`src/core/mlf_pkg.sv`:
```
// constants and types for the multi-lane fast read engine
package mlf_pkg;
  localparam logic [7:0] OP_DUAL_OUT = 8'h3B;
  localparam logic [7:0] OP_QUAD_OUT = 8'h6B;
  localparam logic [7:0] OP_DUAL_IO = 8'hBB;
  localparam logic [7:0] OP_QUAD_IO = 8'hEB;
  localparam logic [4:0] OPC_CLK_SINGLE = 5'd8;
  localparam logic [4:0] OPC_CLK_FOUR = 5'd2;
  localparam logic [4:0] ADDR_CLK_1 = 5'd24;
  localparam logic [4:0] ADDR_CLK_2 = 5'd12;
  localparam logic [4:0] ADDR_CLK_4 = 5'd6;
  localparam logic [4:0] MODE_CLK_2 = 5'd4;
  localparam logic [4:0] MODE_CLK_4 = 5'd2;
  localparam logic [4:0] DUMMY_CLK_OUT = 5'd8;
  localparam logic [4:0] DUMMY_CLK_QUAD_IO = 5'd4;
  localparam logic [1:0] CONT_SELECT_VAL = 2'b10;
  localparam logic [1:0] DUMMY_SEL_RST = 2'b00;
  localparam logic WRAP_DISABLE_RST = 1'b1;
  localparam logic [1:0] WRAP_LEN_RST = 2'b00;
  localparam logic [7:0] WRAP_MASK_BASE = 8'h07;
  localparam logic [23:0] ADDR_RST = 24'h000000;
  typedef enum logic [2:0] {ST_IDLE, ST_OPCODE, ST_ADDR, ST_MODE, ST_DUMMY, ST_DATA,
                            ST_IGNORE} mlf_state_e;
  typedef enum logic [1:0] {K_DUAL_OUT, K_QUAD_OUT, K_DUAL_IO, K_QUAD_IO} mlf_kind_e;
  typedef enum logic [1:0] {C_NONE, C_DUAL, C_QUAD} mlf_cont_e;
endpackage

```
`src/core/mlf_engine.sv`:
```
// multi-lane fast read engine with its read-data fifo
`timescale 1ns/1ns

module mlf_fifo #(
  parameter int WIDTH = 8,
  parameter int DEPTH = 8
) (
  input wire logic clock_in,
  input wire logic rst_in,
  input wire logic clear_in,
  input wire logic in_valid_in,
  output logic in_ready_out,
  input wire logic [WIDTH-1:0] in_data_in,
  output logic out_valid_out,
  input wire logic out_ready_in,
  output logic [WIDTH-1:0] out_data_out,
  output logic [$clog2(DEPTH+1)-1:0] count_out
);
  localparam int AW = $clog2(DEPTH);
  logic [WIDTH-1:0] mem_r [DEPTH];
  logic [AW-1:0] wp_r;
  logic [AW-1:0] rp_r;
  logic [$clog2(DEPTH+1)-1:0] cnt_r;
  wire push_w = in_valid_in && in_ready_out;
  wire pop_w = out_valid_out && out_ready_in;
  assign in_ready_out = (cnt_r != DEPTH[$clog2(DEPTH+1)-1:0]);
  assign out_valid_out = (cnt_r != '0);
  assign out_data_out = mem_r[rp_r];
  assign count_out = cnt_r;
  always_ff @(posedge clock_in) begin
    if (push_w) mem_r[wp_r] <= in_data_in;
  end
  always_ff @(posedge clock_in) begin
    if (rst_in || clear_in) begin
      wp_r <= '0;
      rp_r <= '0;
      cnt_r <= '0;
    end else begin
      if (push_w) wp_r <= (wp_r == AW'(DEPTH - 1)) ? '0 : wp_r + 1'b1;
      if (pop_w) rp_r <= (rp_r == AW'(DEPTH - 1)) ? '0 : rp_r + 1'b1;
      cnt_r <= cnt_r + (push_w ? 1'b1 : 1'b0) - (pop_w ? 1'b1 : 1'b0);
    end
  end
endmodule

module mlf_engine
  import mlf_pkg::*;
#(
  parameter int FIFO_DEPTH = 8
) (
  input wire logic clock_in,
  input wire logic rst_in,
  input wire logic spi_clk_in,
  input wire logic spi_sel_n_in,
  input wire logic [3:0] io_lane_in,
  output logic [3:0] io_lane_out,
  output logic [3:0] io_lane_oe_out,
  input wire logic quad_lane_enable_in,
  input wire logic write_in_progress_in,
  input wire logic four_lane_command_mode_in,
  input wire logic wrap_set_in,
  input wire logic wrap_disable_in,
  input wire logic [1:0] wrap_length_sel_in,
  input wire logic param_set_in,
  input wire logic [1:0] dummy_count_sel_in,
  input wire logic soft_reset_in,
  output logic [23:0] mem_addr_out,
  output logic mem_ready_out,
  input wire logic mem_valid_in,
  input wire logic [7:0] mem_data_in,
  output logic cont_active_out
);
  localparam int CW = $clog2(FIFO_DEPTH+1);
  // pins come from the host's domain: two flops before any use
  logic [5:0] sync1_r;
  logic [5:0] sync2_r;
  logic sclk_d_r;
  logic sel_d_r;
  mlf_state_e state_r;
  mlf_kind_e kind_r;
  mlf_cont_e cont_r;
  logic [4:0] cnt_r;
  logic [23:0] sh_r;
  logic [23:0] addr_r;
  logic fetch_r;
  logic mem_ready_r;
  logic wrap_act_r;
  logic wrap_disable_r;
  logic [1:0] wrap_len_r;
  logic [1:0] dummy_sel_r;
  logic [7:0] out_sh_r;
  logic [1:0] out_left_r;
  logic [3:0] lane_r;
  logic [3:0] oe_r;
  logic [CW-1:0] fill_w;
  logic fifo_in_ready_w;
  logic [7:0] fifo_data_w;
  logic cont_act_r;
  wire sclk_w = sync2_r[5];
  wire sel_n_w = sync2_r[4];
  wire [3:0] io_w = sync2_r[3:0];
  wire rise_w = sclk_w && !sclk_d_r && !sel_n_w;
  wire fall_w = !sclk_w && sclk_d_r && !sel_n_w;
  wire frame_start_w = !sel_n_w && sel_d_r;
  wire last_w = (cnt_r == 5'd0);
  wire qpi_w = four_lane_command_mode_in;
  wire in_one_w = (state_r == ST_OPCODE) ? !qpi_w :
                  (kind_r == K_DUAL_OUT || kind_r == K_QUAD_OUT);
  wire in_two_w = (state_r != ST_OPCODE) && (kind_r == K_DUAL_IO);
  wire out_two_w = (kind_r == K_DUAL_OUT || kind_r == K_DUAL_IO);
  // msb first, highest lane carries the higher bit
  wire [23:0] sh_nxt = in_one_w ? {sh_r[22:0], io_w[0]} :
                       in_two_w ? {sh_r[21:0], io_w[1:0]} : {sh_r[19:0], io_w};
  wire [7:0] op_w = sh_nxt[7:0];
  wire [1:0] mode_sel_w = sh_nxt[5:4];
  wire op_dual_out_w = (op_w == OP_DUAL_OUT) && !qpi_w;
  wire op_quad_out_w = (op_w == OP_QUAD_OUT) && !qpi_w && quad_lane_enable_in;
  wire op_dual_io_w = (op_w == OP_DUAL_IO) && !qpi_w;
  wire op_quad_io_w = (op_w == OP_QUAD_IO) && quad_lane_enable_in;
  wire op_ok_w = !write_in_progress_in &&
                 (op_dual_out_w || op_quad_out_w || op_dual_io_w || op_quad_io_w);
  wire mlf_kind_e op_kind_w = op_dual_out_w ? K_DUAL_OUT : op_quad_out_w ? K_QUAD_OUT :
                              op_dual_io_w ? K_DUAL_IO : K_QUAD_IO;
  wire mlf_kind_e cont_kind_w = (cont_r == C_DUAL) ? K_DUAL_IO : K_QUAD_IO;
  wire [4:0] addr_clk_w = (kind_r == K_DUAL_IO) ? ADDR_CLK_2 :
                          (kind_r == K_QUAD_IO) ? ADDR_CLK_4 : ADDR_CLK_1;
  wire [4:0] op_addr_clk_w = (op_kind_w == K_DUAL_IO) ? ADDR_CLK_2 :
                             (op_kind_w == K_QUAD_IO) ? ADDR_CLK_4 : ADDR_CLK_1;
  wire [4:0] cont_addr_clk_w = (cont_r == C_DUAL) ? ADDR_CLK_2 : ADDR_CLK_4;
  // four-lane dummies 0/2/4/6; mode byte's 2 clocks not included
  wire [4:0] io_dummy_w = (kind_r == K_DUAL_IO) ? 5'd0 :
                          qpi_w ? {2'b00, dummy_sel_r, 1'b0} : DUMMY_CLK_QUAD_IO;
  wire [7:0] wrap_mask_w = 8'((WRAP_MASK_BASE << wrap_len_r) | WRAP_MASK_BASE);
  wire [23:0] addr_inc_w = addr_r + 24'd1;
  // wrap stays in aligned section; else linear advance
  wire [23:0] addr_next_w = wrap_act_r ?
      {addr_r[23:8], (addr_r[7:0] & ~wrap_mask_w) | (addr_inc_w[7:0] & wrap_mask_w)} :
      addr_inc_w;
  wire accept_w = mem_valid_in && mem_ready_r && fifo_in_ready_w;
  wire pop_w = fall_w && (state_r == ST_DATA) && (out_left_r == 2'd0);
  wire [7:0] byte_w = fifo_data_w;
  // reset to the idle levels (clock low, select high) so no false edge follows
  always_ff @(posedge clock_in) begin
    if (rst_in) begin
      sync1_r <= 6'h10;
      sync2_r <= 6'h10;
      sclk_d_r <= 1'b0;
      sel_d_r <= 1'b1;
    end else begin
      sync1_r <= {spi_clk_in, spi_sel_n_in, io_lane_in};
      sync2_r <= sync1_r;
      sclk_d_r <= sclk_w;
      sel_d_r <= sel_n_w;
    end
  end
  always_ff @(posedge clock_in) begin
    if (rst_in) begin
      wrap_disable_r <= WRAP_DISABLE_RST;
      wrap_len_r <= WRAP_LEN_RST;
      dummy_sel_r <= DUMMY_SEL_RST;
    end else begin
      if (wrap_set_in) begin
        wrap_disable_r <= wrap_disable_in;
        wrap_len_r <= wrap_length_sel_in;
      end
      if (soft_reset_in) dummy_sel_r <= DUMMY_SEL_RST;
      else if (param_set_in) dummy_sel_r <= dummy_count_sel_in;
    end
  end

  always_ff @(posedge clock_in) begin
    if (rst_in || sel_n_w) begin
      state_r <= ST_IDLE;
      cnt_r <= 5'd0;
      sh_r <= 24'h000000;
    end else if (frame_start_w) begin
      sh_r <= 24'h000000;
      if (write_in_progress_in) begin
        state_r <= ST_IGNORE;
      // frame opens straight at the address
      end else if (cont_r != C_NONE) begin
        state_r <= ST_ADDR;
        kind_r <= cont_kind_w;
        cnt_r <= cont_addr_clk_w - 5'd1;
      end else begin
        state_r <= ST_OPCODE;
        cnt_r <= (qpi_w ? OPC_CLK_FOUR : OPC_CLK_SINGLE) - 5'd1;
      end
    end else if (rise_w) begin
      sh_r <= sh_nxt;
      cnt_r <= cnt_r - 5'd1;
      unique case (state_r)
        ST_OPCODE: if (last_w) begin
          state_r <= op_ok_w ? ST_ADDR : ST_IGNORE;
          kind_r <= op_kind_w;
          cnt_r <= op_addr_clk_w - 5'd1;
        end
        ST_ADDR: if (last_w) begin
          state_r <= (kind_r == K_DUAL_IO || kind_r == K_QUAD_IO) ? ST_MODE : ST_DUMMY;
          cnt_r <= (kind_r == K_DUAL_IO) ? MODE_CLK_2 - 5'd1 :
                   (kind_r == K_QUAD_IO) ? MODE_CLK_4 - 5'd1 : DUMMY_CLK_OUT - 5'd1;
        end
        ST_MODE: if (last_w) begin
          // quad io dummies follow the mode byte
          state_r <= (io_dummy_w == 5'd0) ? ST_DATA : ST_DUMMY;
          cnt_r <= io_dummy_w - 5'd1;
        end
        ST_DUMMY: if (last_w) state_r <= ST_DATA;
        ST_IDLE, ST_DATA, ST_IGNORE: cnt_r <= cnt_r;
      endcase
    end
  end

  always_ff @(posedge clock_in) begin
    if (rst_in) begin
      cont_r <= C_NONE;
    end else if (rise_w && state_r == ST_MODE && last_w) begin
      // only bits 5:4 matter; anything else ends it
      cont_r <= (mode_sel_w != CONT_SELECT_VAL) ? C_NONE :
                (kind_r == K_DUAL_IO) ? C_DUAL : C_QUAD;
    end
  end
  always_ff @(posedge clock_in) cont_act_r <= !rst_in && (cont_r != C_NONE);
  // prefetch starts once the address is in, giving the dummies as latency
  always_ff @(posedge clock_in) begin
    if (rst_in || sel_n_w) begin
      fetch_r <= 1'b0;
      mem_ready_r <= 1'b0;
      wrap_act_r <= 1'b0;
      addr_r <= ADDR_RST;
    end else begin
      // one slot of slack covers the registered ready
      mem_ready_r <= fetch_r && (fill_w < CW'(FIFO_DEPTH - 1));
      if (rise_w && state_r == ST_ADDR && last_w) begin
        fetch_r <= 1'b1;
        addr_r <= sh_nxt;
        // wrap only for single-lane quad io
        wrap_act_r <= (kind_r == K_QUAD_IO) && !qpi_w && !wrap_disable_r;
      end else if (accept_w) begin
        addr_r <= addr_next_w;
      end
    end
  end

  // serialise bytes onto two or four lanes
  always_ff @(posedge clock_in) begin
    if (rst_in || sel_n_w) begin
      out_sh_r <= 8'h00;
      out_left_r <= 2'd0;
      lane_r <= 4'h0;
      oe_r <= 4'h0;
    end else if (fall_w && state_r == ST_DATA) begin
      oe_r <= out_two_w ? 4'h3 : 4'hF;
      if (out_left_r == 2'd0) begin
        lane_r <= out_two_w ? {2'b00, byte_w[7:6]} : byte_w[7:4];
        out_sh_r <= out_two_w ? {byte_w[5:0], 2'b00} : {byte_w[3:0], 4'h0};
        out_left_r <= out_two_w ? 2'd3 : 2'd1;
      end else begin
        lane_r <= out_two_w ? {2'b00, out_sh_r[7:6]} : out_sh_r[7:4];
        out_sh_r <= out_two_w ? {out_sh_r[5:0], 2'b00} : {out_sh_r[3:0], 4'h0};
        out_left_r <= out_left_r - 2'd1;
      end
    end
  end

  mlf_fifo #(.WIDTH(8), .DEPTH(FIFO_DEPTH)) u_fifo (
    .clock_in(clock_in),
    .rst_in(rst_in),
    .clear_in(sel_n_w),
    .in_valid_in(mem_valid_in && mem_ready_r),
    .in_ready_out(fifo_in_ready_w),
    .in_data_in(mem_data_in),
    .out_valid_out(),
    .out_ready_in(pop_w),
    .out_data_out(fifo_data_w),
    .count_out(fill_w)
  );

  assign io_lane_out = lane_r;
  assign io_lane_oe_out = oe_r;
  assign mem_addr_out = addr_r;
  assign mem_ready_out = mem_ready_r;
  assign cont_active_out = cont_act_r;
endmodule

```
`config.mk`:
```
export PLATFORM = sky130hd
export DESIGN_NAME = mlf_engine
export DESIGN_NICKNAME = d
export VERILOG_FILES = /design/src/core/mlf_pkg.sv /design/src/core/mlf_engine.sv
export SDC_FILE = /design/constraint.sdc
export NUM_CORES = 1
export LEC_CHECK = 0
export BUFFER_PORTS_ARGS = -buffer_cell sky130_fd_sc_hd__buf_2
export CORE_MARGIN = 2
export CORE_UTILIZATION = 55
export DETAILED_ROUTE_END_ITERATION = 8
export PLACE_DENSITY = 0.83
export SLEW_MARGIN = 5
export SYNTH_ARGS = -nofsm -noshare
export SYNTH_HDL_FRONTEND = slang
export SYNTH_SLANG_ARGS = --single-unit
```
`constraint.sdc`:
```
create_clock -name clock_in -period 6 [get_ports clock_in]
set_input_delay 0.3 -clock clock_in [delete_from_list [all_inputs] [get_ports clock_in]]
set_output_delay 0.3 -clock clock_in [all_outputs]
set_load 0.05 [all_outputs]
```
==> results.tsv, run 1 <==
metric	value	unit
rows	44	
final_layout_size_suffix_gt1_frac	0.163	
cts_inserted_buffers	17	
yosys-top-cells-count	108 x nand2_1, 107 x dfxtp_1, 79 x nor2_1, 66 x edfxtp_1, 62 x a21oi_1	
place_area	8480	sq um
avgSynthCellArea	9.98	sq um
timing.fmax	0.282	GHz
clock-root-buffer	clkbuf_16	
start_util	0.558	
synth_ff_type	dfxtp_1	
hold_viol	0	
crit_slowest_cell	a21o_1	
post-cts-setup-buffer-count	0	
synth_cell_types	66	
ios	62	
final_cell_area	9020	sq um
grt_util_all_layers	0.235	
die_y	125	microns
reg2reg_depth	6	
postCtsHoldBufs	0	
clock_latency	0.44	ns
outcome	finished clean	
clock_skew	0.0126	ns
grt_max_degree	43	
n_antenna_cell	0	
crit_type	reg -> reg	
first_pass_iters	5	
netlist_area	8050	sq um
clock-sinks	173	
drcViolationCount	0	
drt-total-wl	18.2	mm
slowest_delay	0.88	ns
cp.required	6.30	ns
crit_chain	or3b_4, a21o_1, o22ai_1, or4_4, o41ai_2, o211ai_1	
rsz0062_at_grt	false	
yosysMostFrequentCell	nand2_1	
reg2reg_slack	2.46	ns
area_growth_syn_to_layout	12.1	%
ir_worst_vdd	0.000342	V
grt_pass1_wl	29.3	mm
crit_path_end_kind	flop	
r2r_end	cnt_r[2]	
timing.rr.start	state_r[1]	
ant_nets	0	
cp_max_fo	39	
cts_resized	0	
period_minus_slack	3.54	ns
yosys.area.top_type	dfxtp_1	
via_count	6256	
hold_start	soft_reset_in	
layout.nets	897	
dp_hpwl	12.0	mm
critPathBufInv	0	
cts.path.max_buffers	2	
synthCells	807	
cts_tree	built	
min_to	dummy_sel_r[0]	
whs_path_depth	2	
final_util	0.626	
maxCapViolCount	0	
p_per_area	254	nW/um^2
critical_path.top_delay_family	compound AO/OA/AOI/OAI gates	
gp_congestion	0.898	
port_buffers	61	
synth_top_area_share	0.266	
overflow	0	
die_w	125	microns
vias_per_cell	5.96	
maxSlewViolCount	0	
htreeDepth	4	
seq_area_frac_synth	0.512	
synth-seq-cells	173	
syn_nets	851	
wl_per_cell	17.3	microns
worst_slew_margin_rel	0.264	
core_area	14400	sq um
report.final.setup_viol	0	
synth_edf_count	66	
synthArstFlopShare	0	
die-area	15600	sq um
fin_setup_tns	0	ns
synthTopCellsByArea	dfxtp_1 27%, edfxtp_1 25%, nand2_1 5.0%	
hold_class	in -> reg	
cp.arrival	3.85	ns
tightest_slew	1.10	ns
p_leak	3.16	nW
antenna_found_initial	0	
yosysWarnings	0	
cts.clk_slew.worst_paths	0.06	ns
drt_iter0_markers	754	
post-route-period-util	0.591	
critPathLaunchType	flop	
grt_pass1_vias	5952	
-- power breakdown --
group / switching [W] / internal, W / total, W
Sequential: 0.00000449 / 0.00122 / 0.00123
Clock: 0.000450 / 0.000577 / 0.00103
Combinational: 0.0000263 / 0.0000158 / 0.0000421
Total: 0.000481 / 0.00182 / 0.00230
-- cell families after synthesis --
group                    share of synthesized area
AO/OA/AOI/OAI                                0.142
XOR/XNOR                                    0.0315
adder cells (fa/ha/maj)                     0.0258
buffers and inverters                       0.0362
flip-flops                                   0.512
multiplexers                                0.0705
AND/OR/NAND/NOR                              0.182
-- stage by stage --
stage	power [W]	instances	worst slack, ns	hold WS, ns
after floorplan	0.00127	807	3.25	0.372
after global placement	0.00129	1018	2.62	0.393
final	0.00230	1050	2.46	0.0395
after detailed placement	0.00129	1018	2.56	0.394
after CTS	0.00231	1050	2.53	0.0325
after global routing	0.00236	1050	2.27	0.0331
-- worst max-delay path by stage --
stage / from / endpoint / depth (start not counted)
after floorplan: state_r[1] / u_fifo.count_out[2] / 12
after global placement: state_r[1] / cnt_r[2] / 6
after detailed placement: state_r[1] / cnt_r[2] / 6
after CTS: state_r[1] / cnt_r[2] / 6
after global routing: state_r[1] / cnt_r[2] / 6
final: state_r[1] / cnt_r[2] / 6
-- metal layers --
metal / track usage / vias up / part of all wire
met3: 0.0492 / 43 / 0.051
li1: - / 3008 / -
met5: 0 / - / 0
met1: 0.281 / 2962 / 0.41
met4: 0.0954 / 0 / 0.024
met2: 0.413 / 243 / 0.52
-- cells in the final DEF, fill, tap and decap left out, types with 14 or more instances in the layout --
master	instances
nand2_1	108
a21oi_1	62
buf_2	61
ha_1	15
edfxtp_1	66
nor2_1	79
mux4_2	16
nor3_1	14
inv_1	21
clkbuf_16	17
a211oi_1	22
mux2i_1	14
nor2b_1	18
a31oi_1	23
o21ai_0	30
dfxtp_1	107
xnor2_1	16
-- worst reg2reg max path, stage by stage, from the launching register on --
cell and delay, ns:
dfxtp_1 0.74, or3b_4 0.36, a21o_1 0.88, o22ai_1 0.30, or4_4 0.66, o41ai_2 0.36, o211ai_1 0.12
-- registers in the layout (all words and copies together) (netlist names), 2 cells and up, named ones only --
name / flops
u_fifo.count_out: 4
u_fifo.rp_r: 3
io_lane_oe_out: 2
sync1_r: 6
kind_r: 2
out_sh_r: 6
sync2_r: 6
cnt_r: 5
out_left_r: 2
sh_r: 23
io_lane_out: 4
dummy_sel_r: 2
state_r: 3
wrap_len_r: 2
u_fifo.mem_r: 64
u_fifo.wp_r: 3
cont_r: 2
mem_addr_out: 21
-- area by class of cell --
class	instances	area, sq um
Sequential cell	173	4120
Inverter	22	82.6
Clock inverter	12	95.1
Tap cell	184	230
Fill cell	1138	5400
Clock buffer	20	447
Timing Repair Buffer	74	403
Multi-Input combinational cell	565	3640
No activity file was read; power rests on OpenSTA's default activity.
==> run 2, diff against run 1 <==
CORE_UTILIZATION = 54   (was 55)
PLACE_DENSITY = 0.85   (was 0.83)
clock period = 3.1 ns   (was 6 ns; I/O delays follow)
==> results.tsv, run 2 (same netlist as run 1, synthesis figures left out) <==
metric	value	unit	change
r2r_end	u_fifo.count_out[2]		was cnt_r[2]
final_common_cell	nand2_1		unchanged
clock-root-buffer	clkbuf_16		unchanged
final_layout_size_suffix_gt1_frac	0.172		was 0.163
die_y	126	microns	was 125 microns
core_area	14500	sq um	was 14400 sq um
start_util	0.554		was 0.558
cts.path.max_buffers	2		unchanged
p_leak	3.29	nW	was 3.16 nW
worst_slew_margin_rel	0.343		was 0.264
rows	44		unchanged
dp_hpwl	12.9	mm	was 12.0 mm
maxCapViolCount	0		unchanged
p_sw_frac	0.201		was 0.209
htreeDepth	4		unchanged
clock-sinks	173		unchanged
ant_nets	0		unchanged
crit_path_end_kind	flop		unchanged
clkPwrFrac	0.460		was 0.447
area_growth_syn_to_layout	15.7	%	was 12.1%
timing.fmax	0.356	GHz	was 0.282 GHz
seq_power_share	0.518		was 0.534
timing.rr.start	sclk_d_r		was state_r[1]
largest_reg_flops	64		unchanged
n_antenna_cell	0		unchanged
cts_inserted_buffers	17		unchanged
crit_end	u_fifo.count_out[2]		was cnt_r[2]
cts.clk_slew.worst_paths	0.06	ns	about the same
cts_resized	0		unchanged
crit_type	reg -> reg		unchanged
cts_tree	built		unchanged
wl_per_cell	18.1	microns	was 17.3 microns
critPathLaunchType	flop		unchanged
fill_cells	1128		was 1138
drt_iter0_markers	1031		was 754
switchingPower	0.000920	W	was 0.000481 W
post-cts-setup-buffer-count	0		unchanged
layout.nets	926		was 897
ir_worst_vdd	0.000413	V	was 0.000342 V
period_minus_slack	2.81	ns	was 3.54 ns
tightest_slew	0.985	ns	was 1.10 ns
grt_max_degree	43		unchanged
p_int	0.00367	W	was 0.00182 W
cp.required	3.41	ns	was 6.30 ns
p_comb_frac	0.022		was 0.018
whs	0.00211	ns	was 0.0395 ns
reg2reg_depth	11		was 6
regMostFlops	u_fifo.mem_r		unchanged
via_count	6583		was 6256
p_per_area	492	nW/um^2	was 254 nW/um^2
drt-total-wl	19.6	mm	was 18.2 mm
post-route-period-util	0.906		was 0.591
grt_util_all_layers	0.250		was 0.235
most-common-layout-cells	108 x nand2_1, 107 x dfxtp_1, 79 x nor2_1, 66 x edfxtp_1, 62 x a21oi_1		unchanged
outcome	finished clean		unchanged
drcViolationCount	0		unchanged
cp.arrival	3.11	ns	was 3.85 ns
startpoint	sclk_d_r		was state_r[1]
ios	62		unchanged
cp_max_fo	5		was 39
reg2reg_slack	0.29	ns	was 2.46 ns
vias_per_cell	6.10		was 5.96
rsz0062_at_grt	false		unchanged
grt_pass1_wl	31.3	mm	was 29.3 mm
maxSlewViolCount	0		unchanged
first_pass_iters	6		was 5
clock_latency	0.43	ns	was 0.44 ns
hold_class	in -> reg		unchanged
clock_skew	0.00544	ns	was 0.0126 ns
whs_path_depth	1		was 2
die_w	126	microns	was 125 microns
report.final.setup_viol	0		unchanged
antenna_found_initial	0		unchanged
postCtsHoldBufs	15		was 0
grt_pass1_vias	6097		was 5952
gp_congestion	0.996		was 0.898
die-area	15900	sq um	was 15600 sq um
fin_setup_tns	0	ns	unchanged
hold_viol	0		unchanged
port_buffers	61		unchanged
overflow	0		unchanged
[run 2: worst min-delay path by stage]
stage / from / to / slack [ns]
6_report: mem_data_in[0] / u_fifo.mem_r[2][0] / 0.002
5_1_grt: mem_data_in[0] / u_fifo.mem_r[7][0] / 0.01
4_1_cts: mem_data_in[0] / u_fifo.mem_r[6][0] / 0.0003
3_5_place_dp: soft_reset_in / dummy_sel_r[1] / 0.34
3_3_place_gp: soft_reset_in / dummy_sel_r[0] / 0.33
2_1_floorplan: rst_in / sync2_r[0] / 0.23
[run 2: cell type report]
cell class | count | area [sq um] | share of cell area
Sequential cell | 173 | 4120 | 0.443
Multi-Input combinational cell | 565 | 3640 | 0.391
Timing Repair Buffer | 103 | 658 | 0.0706
Clock buffer | 19 | 433 | 0.0465
Tap cell | 184 | 230 | 0.0247
Clock inverter | 13 | 148 | 0.0158
Inverter | 22 | 82.6 | 0.00886
[run 2: routing by layer]
layer	track usage	share of wire	up-vias
li1	-	-	3062
met1	0.335	0.42	3084
met2	0.385	0.46	367
met3	0.0633	0.085	70
met4	0.114	0.034	0
met5	0	0	-
[run 2: stage by stage]
step / instances / total power, W / utilization / setup WS (ns) / instance area, sq um
after floorplan: 807 / 0.00246 / - / 0.353 / 8050
after global placement: 1032 / 0.00250 / 0.591 / 0.623 / 8590
after detailed placement: 1032 / 0.00251 / 0.591 / 0.438 / 8590
after CTS: 1079 / 0.00460 / 0.641 / 0.348 / 9320
after global routing: 1079 / 0.00473 / 0.641 / 0.0917 / 9320
final: 1079 / 0.00459 / 0.641 / 0.291 / 9320
[run 2: critical path, stage by stage (launching register included)]
cell	delay (ns)
dfxtp_1	0.40
nor4bb_1	0.45
nor3b_2	0.29
nand3_1	0.19
inv_1	0.17
ha_1	0.25
inv_1	0.06
ha_1	0.20
inv_1	0.07
fa_1	0.38
xor2_1	0.15
nor2_1	0.06
[run 2: power by group through the flow]
stage | Combinational [W] | Clock [W] | Sequential [W]
6_report | 0.0000997 | 0.00211 | 0.00238
2_1_floorplan | 0.0000410 | 0 | 0.00242
3_5_place_dp | 0.0000818 | 0 | 0.00242
4_1_cts | 0.0000974 | 0.00213 | 0.00238
5_1_grt | 0.000109 | 0.00224 | 0.00238
3_3_place_gp | 0.0000798 | 0 | 0.00242
==> run 3, diff against run 2 <==
SYNTH_HIERARCHICAL = 1   (was default)
==> results.tsv, run 3 <==
metric	value	unit	change
outcome	finished with violations		was finished clean
failed_checks	hold timing		
first_pass_iters	5		was 6
netlist_area	8200	sq um	was 8050 sq um
fin_setup_tns	0	ns	unchanged
reg2reg_depth	12		was 11
rsz0062_at_grt	false		unchanged
die_y	127	microns	was 126 microns
drt_iter0_markers	538		was 1031
ir_worst_vdd	0.000627	V	was 0.000413 V
fin_cells	1108		was 1079
syn_nets	873		was 851
regArea	4120	sq um	unchanged
cts.clk_slew.worst_paths	0.08	ns	was 0.06 ns
reg2reg_slack	0.30	ns	was 0.29 ns
port_buffers	61		unchanged
multi_input_comb_area	3760	sq um	was 3640 sq um
area_growth_syn_to_layout	15.7	%	about the same
whs_path_depth	1		unchanged
drt-total-wl	19.1	mm	was 19.6 mm
final_common_cell	nand2_1		unchanged
dp_hpwl	12.4	mm	was 12.9 mm
drcViolationCount	0		unchanged
hold_start	mem_data_in[4]		was mem_data_in[0]
maxSlewViolCount	0		unchanged
rows	45		was 44
yosysWarnings	6		was 0
cp_max_fo	5		unchanged
cp.arrival	3.16	ns	was 3.11 ns
whs	-0.000307	ns	was 0.00211 ns
post-route-period-util	0.903		was 0.906
fill_cells	1162		was 1128
via_count	6522		was 6583
grt.met3_usage	0.0482		was 0.0633
cts_tree	built		unchanged
worst_slew_margin_rel	0.424		was 0.343
grt_pass1_vias	6126		was 6097
synthTopCellsByArea	dfxtp_1 26%, edfxtp_1 24%, nand2_1 5.0%		was dfxtp_1 27%, edfxtp_1 25%, nand2_1 5.0%
tightest_slew	0.861	ns	was 0.985 ns
clock-sinks	173		unchanged
grtUsageMet1	0.308		was 0.335
avgSynthCellArea	9.87	sq um	was 9.98 sq um
period_minus_slack	2.80	ns	was 2.81 ns
cts.path.max_buffers	2		unchanged
layout.nets	949		was 926
cts_resized	0		unchanged
clock-root-buffer	clkbuf_16		unchanged
ant_nets	0		unchanged
die-area	16200	sq um	was 15900 sq um
n_antenna_cell	0		unchanged
synth_ff_type	dfxtp_1		unchanged
cts_inserted_buffers	17		unchanged
timing.fmax	0.357	GHz	was 0.356 GHz
largest_reg_flops	64		unchanged
r2r_end	u_fifo/count_out[2]		was u_fifo.count_out[2]
grt_max_degree	49		was 43
timing.rr.start	state_r[0]		was sclk_d_r
synthArstFlopShare	0		unchanged
seq_area_frac_synth	0.503		was 0.512
hold_class	in -> reg		unchanged
yosys.area.top_type	dfxtp_1		unchanged
ios	62		unchanged
wl_per_cell	17.3	microns	was 18.1 microns
grt_most_used_layer	met2		unchanged
htreeDepth	4		unchanged
die_w	127	microns	was 126 microns
synth_edf_count	66		unchanged
cp.required	3.45	ns	was 3.41 ns
grt_pass1_wl	30.8	mm	was 31.3 mm
overflow	0		unchanged
synth-seq-cells	173		unchanged
report.final.setup_viol	0		unchanged
crit_path_end_kind	flop		unchanged
start_util	0.545		was 0.554
regMostFlops	u_fifo/mem_r		was u_fifo.mem_r
synth_cell_types	69		was 66
grt_use_met2	0.414		was 0.385
crit_type	reg -> reg		unchanged
clock_latency	0.44	ns	was 0.43 ns
maxCapViolCount	0		unchanged
yosysMostFrequentCell	nand2_1		unchanged
core_area	15000	sq um	was 14500 sq um
hold_viol	4		was 0
critPathLaunchType	flop		unchanged
most-common-layout-cells	110 x nand2_1, 107 x dfxtp_1, 99 x nor2_1, 66 x edfxtp_1, 64 x a21oi_1		was 108 x nand2_1, 107 x dfxtp_1, 79 x nor2_1, 66 x edfxtp_1, 62 x a21oi_1
final_layout_size_suffix_gt1_frac	0.159		was 0.172
grt_util_all_layers	0.242		was 0.250
p_leak	3.39	nW	was 3.29 nW
min_to	u_fifo/mem_r[3][4]		was u_fifo.mem_r[2][0]
antenna_found_initial	0		unchanged
synth_top_area_share	0.261		was 0.266
gp_congestion	0.945		was 0.996
p_per_area	489	nW/um^2	was 492 nW/um^2
dp_cells	1059		was 1032
synthCells	831		was 807
yosys-top-cells-count	110 x nand2_1, 107 x dfxtp_1, 99 x nor2_1, 66 x edfxtp_1, 64 x a21oi_1		was 108 x nand2_1, 107 x dfxtp_1, 79 x nor2_1, 66 x edfxtp_1, 62 x a21oi_1
vias_per_cell	5.89		was 6.10
clock_skew	0.00771	ns	was 0.00544 ns
[run 3: changes by cell type in the layout (fill, tap and decap cells not counted), sizes merged, moves of 4 or more]
| cell | change |
|---|---|
| nor2 | +20 |
| inv | +10 |
| o21ai | -9 |
| nor3 | +8 |
| mux2 | +5 |
| a211oi | +4 |
| a21o | -4 |
| and4 | -4 |
| clkinvlp | -4 |
| mux2i | +4 |
[run 3: logic make-up after synthesis]
| logic type | count (synthesis) | synth area share |
|---|---|---|
| simple gates | 334 | 0.192 |
| flops | 173 | 0.503 |
| compound gates | 168 | 0.129 |
| buf+inv | 71 | 0.0384 |
| mux | 45 | 0.0879 |
| xor+xnor | 26 | 0.0278 |
| fa+ha+maj | 14 | 0.0223 |
[run 3: power by group]
part	internal, W	switching [W]	total (W)
logic	0.0000479	0.0000629	0.000111
registers	0.00236	0.00000628	0.00237
clock network	0.00110	0.00106	0.00216
total	0.00351	0.00113	0.00464
[run 3: how the worst max path moves through the flow]
| stage | from | endpoint | slack (ns) | cells past startpoint |
|---|---|---|---|---|
| after floorplan | state_r[0] | u_fifo/count_out[2] | 0.03 | 14 |
| after global placement | state_r[0] | u_fifo/count_out[2] | 0.50 | 12 |
| after detailed placement | state_r[0] | u_fifo/count_out[2] | 0.42 | 12 |
| after CTS | state_r[0] | u_fifo/count_out[2] | 0.30 | 12 |
| after global routing | state_r[0] | u_fifo/count_out[2] | 0.01 | 12 |
| final | state_r[0] | u_fifo/count_out[2] | 0.30 | 12 |
[run 3: metal layers]
metal,vias to the layer above,share of wire
met4,0,0.022
met1,3116,0.43
li1,3161,-
met5,-,0
met3,34,0.045
met2,211,0.50
[run 3: through the flow]
step,util,instance area [sq um],total power [W],setup WS [ns],hold slack (ns)
global placement,0.580,8710,0.00251,0.497,0.336
global route,0.631,9490,0.00476,0.0100,0.0164
detailed placement,0.580,8710,0.00251,0.415,0.337
CTS,0.631,9480,0.00465,0.304,0.00156
finish,0.631,9490,0.00464,0.299,-0.000307
floorplan,-,8200,0.00247,0.0306,0.226
[run 3: cell type report]
type / count / area share
Timing Repair Buffer: 105 / 0.0714
Multi-Input combinational cell: 587 / 0.396
Tap cell: 188 / 0.0248
Sequential cell: 173 / 0.434
Inverter: 23 / 0.00910
Clock buffer: 17 / 0.0448
Clock inverter: 15 / 0.0191
[run 3: critical path: stages, from the launching register on]
cell      delay [ns]
dfxtp_1         0.33
inv_1           0.08
nor4b_1         0.32
nand3b_1        0.15
nor3_1          0.35
and2_1          0.26
ha_1            0.25
inv_1           0.07
ha_1            0.16
inv_1           0.07
fa_1            0.38
xor2_1          0.15
nor3_1          0.14
[run 3: what timing repair did]
| item | 4_1_cts | 5_1_grt |
|---|---|---|
| buffers inserted | 0 | 0 |
| hold buffers | 16 | 1 |
| setup endpoints to repair | 0 | 0 |
| endpoints found under the hold margin | 58 | 1 |
